--- config.mk ---
export PLATFORM = sky130hd
export DESIGN_NAME = sfp_flash_seq
export DESIGN_NICKNAME = d
export VERILOG_FILES = /design/src/core/sfp_flash_seq.v /design/src/core/sfp_page_mem.v
export VERILOG_INCLUDE_DIRS = /design/src /design/src/core
export SDC_FILE = /design/constraint.sdc
export NUM_CORES = 2
export LEC_CHECK = 0
export BUFFER_PORTS_ARGS = -buffer_cell sky130_fd_sc_hd__buf_4
export CAP_MARGIN = 40
export CORE_MARGIN = 4
export CORE_UTILIZATION = 45
export CTS_CLUSTER_SIZE = 12
export DETAILED_ROUTE_END_ITERATION = 16
export GPL_ROUTABILITY_DRIVEN = 1
export GPL_TIMING_DRIVEN = 0
export SLEW_MARGIN = 30
export SYNTH_ARGS = -nofsm -noshare
export SYNTH_HDL_FRONTEND = slang
export SYNTH_SLANG_ARGS = --single-unit
--- constraint.sdc ---
create_clock -name ref_clk -period 4.8 [get_ports ref_clk]
set_clock_uncertainty 0.05 [all_clocks]
set_input_delay 0 -clock ref_clk [delete_from_list [all_inputs] [get_ports ref_clk]]
set_output_delay 0 -clock ref_clk [all_outputs]
set_load 0.005 [all_outputs]
--- src/core/sfp_flash_regs.vh ---
`ifndef SFP_FLASH_REGS_VH
`define SFP_FLASH_REGS_VH

// command codes
`define SFP_OP_LATCH_SET   8'h06
`define SFP_OP_PAGE        8'h02
`define SFP_OP_QPAGE       8'h38
`define SFP_OP_FACT_EN     8'h41
`define SFP_OP_FACT_RD     8'h44
`define SFP_OP_SLEEP       8'hb9
`define SFP_OP_WAKE        8'hab
`define SFP_OP_OTP_IN      8'hb1
`define SFP_OP_OTP_OUT     8'hc1
`define SFP_OP_SUSPEND     8'hb0

// factory state byte
`define SFP_FACT_OFF       8'h00
`define SFP_FACT_ON        8'hff
`define SFP_FACT_RST       8'h00

// frame layout: opcode byte, three address bytes, then data
`define SFP_ADDR_BYTES     3'h3
`define SFP_DATA_PHASE     3'h4
`define SFP_PAGE_LAST      8'hff

// region lock: eight 64 KB blocks, full lock from this code upward
`define SFP_LOCK_ALL       4'h4
`define SFP_BLOCKS         4'h8

// timing
`define SFP_CLK_MHZ        100
`define SFP_T_PP_NS        10000
`define SFP_T_DP_NS        10000
`define SFP_T_RES_NS       10000
`define SFP_PP_CYC         ((`SFP_T_PP_NS * `SFP_CLK_MHZ) / 1000)
`define SFP_DP_CYC         ((`SFP_T_DP_NS * `SFP_CLK_MHZ) / 1000)
`define SFP_RES_CYC        ((`SFP_T_RES_NS * `SFP_CLK_MHZ) / 1000)

`endif

--- src/core/sfp_flash_seq.v ---
`timescale 1ns/1ns
`default_nettype none
`include "sfp_flash_regs.vh"

module sfp_flash_seq (
  input  wire        ref_clk,
  input  wire        sys_rst,
  input  wire        cs_n,
  input  wire        sclk,
  input  wire [3:0]  sio_in,
  output reg  [3:0]  sio_out,
  output reg  [3:0]  sio_oe,
  input  wire        quad_cmd_mode,
  input  wire        quad_io_enable_bit,
  input  wire        protection_scheme_select,
  input  wire [3:0]  region_lock_bits,
  input  wire        otp_locked,
  input  wire        erase_done,
  input  wire        soft_reset_done,
  input  wire [7:0]  array_rdata,
  output reg  [23:0] prog_addr,
  output reg  [7:0]  prog_data,
  output reg         prog_we,
  output reg         prog_otp,
  output reg         write_latch_bit,
  output reg         op_in_progress_bit,
  output reg  [7:0]  factory_state_byte,
  output wire        deep_sleep,
  output reg         otp_mode,
  output reg         suspend_req
);

  localparam [1:0] PW_ON    = 2'h0;
  localparam [1:0] PW_ENTER = 2'h1;
  localparam [1:0] PW_SLEEP = 2'h2;
  localparam [1:0] PW_WAKE  = 2'h3;

  // counts worked out as integers, then cut to the counter width on purpose
  localparam integer PP_N   = `SFP_PP_CYC;
  localparam integer DP_N   = `SFP_DP_CYC;
  localparam integer RES_N  = `SFP_RES_CYC;
  localparam [10:0] PP_CYC  = PP_N[10:0];
  localparam [10:0] DP_CYC  = DP_N[10:0];
  localparam [10:0] RES_CYC = RES_N[10:0];

  ////////////////////////////////////////////////////////////////////////////
  // pin synchronisers; stage 0 is read only by stage 1

  reg [2:0]   cs_s;
  reg [2:0]   ck_s;
  reg [3:0]   d_a;
  reg [3:0]   d_b;

  always @(posedge ref_clk) begin
    if (sys_rst) begin
      cs_s <= 3'h7;
      ck_s <= 3'h0;
      d_a  <= 4'h0;
      d_b  <= 4'h0;
    end else begin
      cs_s <= {cs_s[1:0], cs_n};
      ck_s <= {ck_s[1:0], sclk};
      d_a  <= sio_in;
      d_b  <= d_a;
    end
  end

  wire cs_fall = cs_s[2] & ~cs_s[1];
  wire cs_rise = ~cs_s[2] & cs_s[1];
  wire ck_rise = ~ck_s[2] & ck_s[1] & ~cs_s[1];
  wire ck_fall = ck_s[2] & ~ck_s[1] & ~cs_s[1];

  ////////////////////////////////////////////////////////////////////////////
  // frame shifter

  reg [7:0]   sh;
  reg [2:0]   bitcnt;
  reg [2:0]   bcnt;
  reg [7:0]   opc;
  reg [23:0]  addr;
  reg [7:0]   col;
  reg         got_data;
  reg [255:0] vld;
  reg         rd_on;
  reg [7:0]   out_sh;
  reg [1:0]   pw;
  reg [10:0]  st;
  reg         prun;
  reg [10:0]  pt;
  reg [15:0]  pbase;

  wire       wide  = quad_cmd_mode | ((bcnt != 3'h0) && (opc == `SFP_OP_QPAGE));
  wire [7:0] sh_nx = wide ? {sh[3:0], d_b} : {sh[6:0], d_b[0]};
  wire [2:0] bit_nx = bitcnt + (wide ? 3'h4 : 3'h1);
  wire       byte_done = ck_rise && (bit_nx == 3'h0);
  wire       act = (pw == PW_ON) && !op_in_progress_bit;
  wire       clean = (bitcnt == 3'h0);
  wire       bare = clean && (bcnt == 3'h1);
  wire       data_wr = byte_done && (bcnt == `SFP_DATA_PHASE) && act;

  // top blocks locked, more of them for higher codes
  wire [3:0] nprot = (region_lock_bits >= `SFP_LOCK_ALL) ? `SFP_BLOCKS :
                     (4'h1 << (region_lock_bits - 4'h1));
  wire       locked = !otp_mode && !protection_scheme_select && (region_lock_bits != 4'h0)
                      && ({1'b0, addr[18:16]} >= (`SFP_BLOCKS - nprot));
  wire       page_op = (opc == `SFP_OP_PAGE) ||
                       ((opc == `SFP_OP_QPAGE) && quad_io_enable_bit);
  wire       prog_ok = act && clean && (bcnt == `SFP_DATA_PHASE) && got_data
                       && write_latch_bit && page_op && !locked
                       && !(otp_mode && otp_locked);

  always @(posedge ref_clk) begin
    if (sys_rst) begin
      sh       <= 8'h00;
      bitcnt   <= 3'h0;
      bcnt     <= 3'h0;
      opc      <= 8'h00;
      addr     <= 24'h000000;
      col      <= 8'h00;
      got_data <= 1'b0;
    end else if (cs_fall) begin
      bitcnt   <= 3'h0;
      bcnt     <= 3'h0;
      got_data <= 1'b0;
    end else if (ck_rise) begin
      sh     <= sh_nx;
      bitcnt <= bit_nx;
      if (byte_done) begin
        if (bcnt != `SFP_DATA_PHASE) begin
          bcnt <= bcnt + 3'h1;
        end
        if (bcnt == 3'h0) begin
          opc <= sh_nx;
        end else if (bcnt <= `SFP_ADDR_BYTES) begin
          addr <= {addr[15:0], sh_nx};
          if (bcnt == `SFP_ADDR_BYTES) begin
            col <= sh_nx;
          end
        end else begin
          got_data <= 1'b1;
          col      <= col + 8'h01;
        end
      end
    end
  end

  // later bytes overwrite earlier ones at the same column
  always @(posedge ref_clk) begin
    if (sys_rst) begin
      vld <= 256'h0;
    end else if (cs_fall && !op_in_progress_bit) begin
      vld <= 256'h0;
    end else if (data_wr) begin
      vld[col] <= 1'b1;
    end
  end

  wire [7:0] m_rdata;

  sfp_page_mem u_page (
    .clk   (ref_clk),
    .we    (data_wr),
    .waddr (col),
    .wdata (sh_nx),
    .raddr (pt[8:1]),
    .rdata (m_rdata)
  );

  ////////////////////////////////////////////////////////////////////////////
  // factory state read output, shifted on falling sclk

  always @(posedge ref_clk) begin
    if (sys_rst) begin
      rd_on   <= 1'b0;
      out_sh  <= 8'h00;
      sio_out <= 4'h0;
      sio_oe  <= 4'h0;
    end else if (cs_s[1]) begin
      rd_on  <= 1'b0;
      sio_oe <= 4'h0;
    end else if (byte_done && (bcnt == 3'h0) && (sh_nx == `SFP_OP_FACT_RD) && act) begin
      rd_on  <= 1'b1;
      out_sh <= factory_state_byte;
    end else if (ck_fall && rd_on) begin
      // byte repeats for as long as the host keeps clocking
      if (quad_cmd_mode) begin
        sio_out <= out_sh[7:4];
        sio_oe  <= 4'hf;
        out_sh  <= {out_sh[3:0], out_sh[7:4]};
      end else begin
        sio_out <= {2'h0, out_sh[7], 1'b0};
        sio_oe  <= 4'h2;
        out_sh  <= {out_sh[6:0], out_sh[7]};
      end
    end
  end

  ////////////////////////////////////////////////////////////////////////////
  // command execution at deselect

  wire prog_end = prun && (pt == PP_CYC - 11'h001);

  always @(posedge ref_clk) begin
    if (sys_rst) begin
      write_latch_bit    <= 1'b0;
      op_in_progress_bit <= 1'b0;
      factory_state_byte <= `SFP_FACT_RST;
      otp_mode           <= 1'b0;
      suspend_req        <= 1'b0;
      prun               <= 1'b0;
      pbase              <= 16'h0000;
      prog_otp           <= 1'b0;
    end else begin
      suspend_req <= 1'b0;
      if (prog_end) begin
        op_in_progress_bit <= 1'b0;
        write_latch_bit    <= 1'b0;
        prun               <= 1'b0;
      end
      if (prog_end || erase_done || soft_reset_done) begin
        factory_state_byte <= `SFP_FACT_OFF;
      end
      if (cs_rise) begin
        if (prog_ok) begin
          op_in_progress_bit <= 1'b1;
          prun               <= 1'b1;
          pbase              <= addr[23:8];
          prog_otp           <= otp_mode;
        end
        if (bare && act) begin
          if (opc == `SFP_OP_LATCH_SET && !(otp_mode && otp_locked)) begin
            write_latch_bit <= 1'b1;
          end
          if (opc == `SFP_OP_FACT_EN && !(otp_mode && otp_locked)) begin
            factory_state_byte <= `SFP_FACT_ON;
          end
          if (opc == `SFP_OP_OTP_IN) begin
            otp_mode <= 1'b1;
          end
          if (opc == `SFP_OP_OTP_OUT) begin
            otp_mode <= 1'b0;
          end
        end
        // suspend aimed at a running engine, so busy does not block it
        if (bare && (pw == PW_ON) && (opc == `SFP_OP_SUSPEND)
            && (factory_state_byte == `SFP_FACT_OFF)) begin
          suspend_req <= 1'b1;
        end
      end
    end
  end

  ////////////////////////////////////////////////////////////////////////////
  // program engine: two cycles per column, then wait out the cycle time

  always @(posedge ref_clk) begin
    if (sys_rst) begin
      pt        <= 11'h000;
      prog_addr <= 24'h000000;
      prog_data <= 8'h00;
      prog_we   <= 1'b0;
    end else if (!prun) begin
      pt      <= 11'h000;
      prog_we <= 1'b0;
    end else begin
      pt <= pt + 11'h001;
      if (pt[10:9] != 2'h0) begin
        prog_we <= 1'b0;
      end else if (!pt[0]) begin
        prog_addr <= {pbase, pt[8:1]};
        prog_we   <= 1'b0;
      end else begin
        prog_data <= m_rdata & array_rdata;
        prog_we   <= vld[pt[8:1]];
      end
    end
  end

  ////////////////////////////////////////////////////////////////////////////
  // deep power-down

  always @(posedge ref_clk) begin
    if (sys_rst) begin
      pw <= PW_ON;
      st <= 11'h000;
    end else begin
      case (pw)
        PW_ON: begin
          st <= 11'h000;
          if (cs_rise && bare && act && (opc == `SFP_OP_SLEEP)) begin
            pw <= PW_ENTER;
          end
        end
        PW_ENTER: begin
          st <= st + 11'h001;
          if (st == DP_CYC - 11'h001) begin
            pw <= PW_SLEEP;
          end
        end
        PW_SLEEP: begin
          st <= 11'h000;
          // everything but a clean wake is ignored here
          if (cs_rise && bare && (opc == `SFP_OP_WAKE)) begin
            pw <= PW_WAKE;
          end
        end
        default: begin
          st <= st + 11'h001;
          if (st == RES_CYC - 11'h001) begin
            pw <= PW_ON;
          end
        end
      endcase
    end
  end

  assign deep_sleep = (pw == PW_SLEEP);

endmodule

`default_nettype wire

--- src/core/sfp_page_mem.v ---
`timescale 1ns/1ns
`default_nettype none

module sfp_page_mem (
  input  wire       clk,
  input  wire       we,
  input  wire [7:0] waddr,
  input  wire [7:0] wdata,
  input  wire [7:0] raddr,
  output reg  [7:0] rdata
);

  reg [7:0] mem [0:255];

  always @(posedge clk) begin
    if (we) begin
      mem[waddr] <= wdata;
    end
    rdata <= mem[raddr];
  end

endmodule

`default_nettype wire

Yosys cells after proc, flatten, opt, wreduce, memory -nomap -nowiden
Memory sizes are Yosys's and may differ from the RTL's. A register that Yosys moved wholly into a read port is not among the register bits. Cells that the tools add are included.

Add/sub/neg operators: 7. Bitwise operators: 21. Equal/unequal tests: 22. Shift-type cells: 1. Reductions and logical operators: 75. Mux-type cells: 38. Magnitude comparators: 6.

Operators by type and width (count): $or A256 B256 Y256 (1); $mux W8 (10); $eq A8 B8 Y1 const B (5); $logic_and A1 B1 Y1 (35); $add A11 B1 Y11 const B (2); $eq A11 B10 Y1 const B (2); $lt A8 B9 Y1 const B (2); $mux W1 (17); $eq A8 B7 Y1 const B (2); $reduce_and A3 Y1 (5); $mux W4 (3); $not A1 Y1 (12); $reduce_and A4 Y1 (3); $reduce_and A5 Y1 (2); $reduce_or A2 Y1 (5); $logic_not A3 Y1 (3); $add A8 B1 Y8 const B (1); $and A8 B8 Y8 (1); $bmux W1 S8 (1); $demux W1 S8 (1); $eq A8 B2 Y1 const B (1); $eq A8 B3 Y1 const B (1); $eq A8 B6 Y1 const B (1); $ge A8 B1 Y1 const B (1); other kinds (31) (53).

Word-level logic and storage cells: 201. Memories: 1. Bits in writable memories: 2048. Input port bits: 26. Output and inout bits: 55. Register bits after elaboration: 428.

Memory list: u_page.mem (depth 256, bits a word 8, read ports 1, clocked after memory_dff 1, wr ports 1, RTL line sfp_page_mem.v:13) `reg [7:0] mem [0:255];`.

Logic depth before layout (Yosys ltp)
Word-level depth: 12. Gate-level depth with buffers: 15. Depth with buffers taken out: 13.

By module
From an unflattened synthesis, not the netlist that was laid out.

Cells, all modules: 5621. Area, all modules: 97168.2 um^2.

By module, submodules not included: sfp_page_mem (area each 79556.3 um^2, times used 1, sequential area each 61659.1 um^2, cells each 3733); sfp_flash_seq (area each 17611.9 um^2, times used 1, sequential area each 8528.2 um^2, cells each 1888).

Worst setup path before layout
No wires, ideal clock.

Path kind: register to register. From: register bcnt[0]. To: register out_sh[7]. Data required time: 4.622 ns. Arrival time: 4.940 ns. Slack: -0.317 ns. Setup time: 0.128 ns. Period minus slack after synthesis: 5.117 ns. Cell stages (with the launch flop): 13. Buffers on the path: 2. Path through: dfxtp_1 -> inv_1 -> ha_1 -> nand2b_1 -> a41oi_1 -> buf_4 -> mux2i_1 -> inv_1 -> nor4_1 -> nand4_1 -> buf_2 -> mux2i_1 -> nor2_1.

Elaborated cells between the ends (all ways): 16. Those cells by class: 1 x add/sub; 1 x eq/ne; 3 x mux; 1 x bitwise; 10 x reduce/logical.

RTL lines: start: declaration (RTL line sfp_flash_seq.v:78) `reg [2:0] bcnt;`; start signal: assignment (RTL line sfp_flash_seq.v:130) `bcnt <= bcnt + 3'h1;`; $reduce_bool A3 Y1 (*) (RTL line sfp_flash_seq.v:92) `` wire wide = quad_cmd_mode | ((bcnt != 3'h0) && (opc == `SFP_OP_QPAGE)); ``; $logic_and A1 B1 Y1 (*) (RTL line sfp_flash_seq.v:92); $or A1 B1 Y1 (*) (RTL line sfp_flash_seq.v:92); $mux W8 (*) (RTL line sfp_flash_seq.v:93) `wire [7:0] sh_nx = wide ? {sh[3:0], d_b} : {sh[6:0], d_b[0]};`; via sh_nx[7] (RTL line sfp_flash_seq.v:93); $eq A8 B7 Y1 (no source line) (*); $logic_and A1 B1 Y1 (*) (2 in series) (RTL line sfp_flash_seq.v:181) `` end else if (byte_done && (bcnt == 3'h0) && (sh_nx == `SFP_OP_FACT_RD) && act) begin ``; $reduce_bool A2 Y1 (no source line); $reduce_and A2 Y1 (no source line); end signal: assignment (RTL line sfp_flash_seq.v:183) `out_sh <= factory_state_byte;`; end signal: assignment (RTL line sfp_flash_seq.v:189) `out_sh <= {out_sh[3:0], out_sh[7:4]};`; end signal: assignment (RTL line sfp_flash_seq.v:193) `out_sh <= {out_sh[6:0], out_sh[7]};`; end: declaration (RTL line sfp_flash_seq.v:85) `reg [7:0] out_sh;`.

Mark *: on every way through the listed nets, which the timed path passes. The rest lies on a longest branch. A chain may end at the register's enable or synchronous reset.

==> run metrics <==
outcome=finished with violations; failing checks=setup timing; vias in the first global route=54870; initial antenna violation count=21; Die Wd=468.9 um; hold depth=4; final worst slack=-0.1325 ns; RSZ-0062 raised after global routing=yes; GRT Overall Usage=0.3394; final WL=376000 um; final worst path period need=4.932 ns; Nets=5863; most frequent cells in the layout=edfxtp_1, mux4_2, dfxtp_1; Reg clk slew, reported paths=0.06 ns; Reg-to-Reg Start=pt[2]$_SDFF_PP0_; CTS Buffer Depth=4; vias post-DR=58700; number of max-cap violations=0; Hold Path End=st[10]$_SDFF_PP0_; Gate Count Post-Synth=5059; Tcrit/Tclk final=1.028; placed cell area=105800 um2; Starting Density=0.4544; Iter 0 DRT Violations=10170; hold path startpoint=sys_rst; Tightest Pin Transition=1.201 ns; syn avg cell area=18.90 um2; Synthesis Warnings=0; most common cell after layout, fill and taps aside=edfxtp_1; Post-Syn Area=95600 um2; Num CTS Buffers=277; crit path DAT=5.61 ns; Netlist cell types=66; IO Port Bufs=79; Crit path required time=5.48 ns; Startpoint Class=flop; Top Family by Delay on Critical Path=buffers and inverters; Final Setup Violations=6; Peak VDD IR=308.8 uV; Via density=6.659; Slowest cell on crit path=buf_2; clock sink count=2482; pwr dens=374.5 nW/um2; max frequency=202.7 MHz; area grow syn2layout=20.81%; Avg WL per Cell=42.66 um; Buf/Inv on CP=6; leakage power=36.42 nW; clk root buf=clkbuf_16; DP Wirelength=274500 um; r2r setup slk=-0.13 ns; antenna viol nets, final=0; TritonRoute pass-1 iters=9; Slew Viols, Final=0; Main synth FF type=edfxtp_1; length in cells of the worst reg-to-reg path=13; reg2reg end=u_page.rdata[0]$_DFF_P_; Post-synth EDFFs=2048; largest net degree at the start of global routing=65; gr ovfl total=0; final hold viol count=0; first-pass GRT wire length=494500 um; fin util=0.5489; post-detailed-route DRC marker count=0; row count=168; Final GP Congestion=1.033; Non-Filler Instances=8815; Die Area=219900 um2; crit end category=flop; register bit total from synthesis=2482; Clock Latency Late Sink=0.95 ns; crit path cell chain=buf_2, buf_2, clkbuf_2, buf_16, clkbuf_2, buf_16, mux4_2, a22oi_1, a21oi_1, nand2_1, o21ai_0, a22oi_1, a31oi_1; CTS tree=built; number of top-level pins=81; register area share after synthesis=0.7341; cell count after placement=8272; Pwr Total=43.25 mW; crit-path max cell delay=0.65 ns; crit path max fanout=10; share of cells above drive strength 1=0.3200; post-route cell area=115500 um2; Rel. slew slack=0.1995; Hold WC Path Type=input port to flop; setup slack at placement=-0.9397 ns; Crit Path Class=flop to flop; DIE HEIGHT=468.9 um; Mapped Nets=5105; total core area=210400 um2; H-tree levels=5; ys async rst share=0
-- cell type report --
cell class	count	area (um2)
fillers	16080	94910
flip-flops and latches	2482	70190
multi-input cells	2230	25440
clock buffers	418	7840
repair buffers	479	6381
well taps	2805	3510
plain buffers	320	1659
clock inverters	47	336.6
inverters	27	127.6
diodes	7	17.52
-- how the worst max path moves through the flow --
stage / from / endpoint / slack (ns) / depth (start not counted)
final: pt[2]$_SDFF_PP0_ / u_page.rdata[0]$_DFF_P_ / -0.13 / 13
after global routing: bcnt[0]$_SDFFE_PP0P_ / u_page.mem[228][1]$_DFFE_PP_ / -0.01 / 16
after CTS: bcnt[0]$_SDFFE_PP0P_ / u_page.mem[41][3]$_DFFE_PP_ / -0.18 / 14
after detailed placement: pt[1]$_SDFF_PP0_ / u_page.rdata[4]$_DFF_P_ / -0.94 / 11
after global placement: d_b[0]$_SDFF_PP0_ / u_page.mem[2][0]$_DFFE_PP_ / -3.39 / 0
after floorplan: bcnt[0]$_SDFFE_PP0P_ / out_sh[7]$_SDFFE_PP0P_ / 0.15 / 12
-- sequential cells by signal, indices dropped and copies added, names as in the netlist, 11 cells and up --
signal,cells
u_page.mem,2048
vld,256
addr,24
prog_addr,24
pbase,16
pt,11
st,11
-- what timing repair did --
action / in CTS / in global routing
gates resized for setup: 79 / 101
pin swaps: 1 / 18
endpoints found under the setup margin: 558 / 1275
buffers inserted: 0 / 21
endpoints found under the hold margin: 67 / 0
hold buffers: 43 / 0
-- power by group --
| group | internal, mW | switching, mW | total (mW) |
|---|---|---|---|
| logic | 0.118 | 0.278 | 0.396 |
| registers | 23.1 | 0.0113 | 23.1 |
| clock network | 11.4 | 8.39 | 19.8 |
| total | 34.6 | 8.68 | 43.2 |
-- worst reg2reg max path, delay by kind of cell (launching register included) --
kind                   cells  cell delay, ns
AOI/OAI and AO/OA          5            1.48
and+or+nand+nor            1            0.11
buffers and inverters      6            2.27
muxes                      1            0.37
DFF                        1            0.42
-- metrics by stage --
step | hold WS (ns) | setup TNS (ns)
5_1_grt | 0.03231 | -0.1172
3_3_place_gp | 0.1546 | -6043.78
3_5_place_dp | 0.1556 | -68.12
4_1_cts | 0.006552 | -28.65
6_report | 0.04172 | -0.5718
2_1_floorplan | 0.05381 | 0
-- synthesized netlist by cell type (4+ instances only) --
cell type  count  area share
edfxtp_1    2048        0.64
clkbuf_1     199      0.0078
or3_1         12     0.00079
nor2b_1       24      0.0016
o21a_1       256       0.020
o211ai_1       6     0.00047
nand3b_1       4     0.00031
a31oi_1       12     0.00079
mux4_2       616        0.15
buf_1         28      0.0011
a22o_1        13      0.0012
nand2_1      160      0.0063
and3b_1        4     0.00037
a211oi_1      31      0.0024
and3_1         7     0.00046
buf_4         20      0.0016
a22oi_1       65      0.0051
nor3b_1        4     0.00031
and2_1         6     0.00039
nor4_1        10     0.00065
o221ai_1      13      0.0012
a32oi_1        5     0.00046
nor3_1       151      0.0079
or2_2          8     0.00052
nand3_1       59      0.0031
xor2_1         8     0.00073
xnor2_1        9     0.00082
mux2_2         8     0.00094
nor2_1       279       0.011
nand2b_1      14     0.00092
o21ai_0       45      0.0024
buf_2         73      0.0038
nand4_1        9     0.00059
a221oi_1      14      0.0013
o22ai_1       23      0.0015
mux2i_1      166       0.017
a21oi_1      124      0.0065
dfxtp_1      434       0.091
ha_1          20      0.0026
inv_1         27      0.0011
-- kinds of logic after synthesis --
kind of cell             Yosys count  synth area share
multiplexers                     790            0.1634
AND/OR/NAND/NOR                  763           0.03628
adder cells (fa/ha/maj)           20          0.002617
XOR/XNOR                          18          0.001793
flip-flops                      2482            0.7341
buffers and inverters            347           0.01536
AO/OA/AOI/OAI                    639           0.04637
-- layer usage --
metal / part of all wire / vias to the layer above / GRT usage / wire, um
met5: 0.00053 / - / 0.005195 / 201
li1: - / 22060 / - / -
met3: 0.15 / 1044 / 0.1269 / 54830
met1: 0.36 / 30850 / 0.4484 / 133900
met4: 0.073 / 6 / 0.1969 / 27440
met2: 0.42 / 4738 / 0.4826 / 159600
Note: power is estimated with default switching activity, not from simulation.
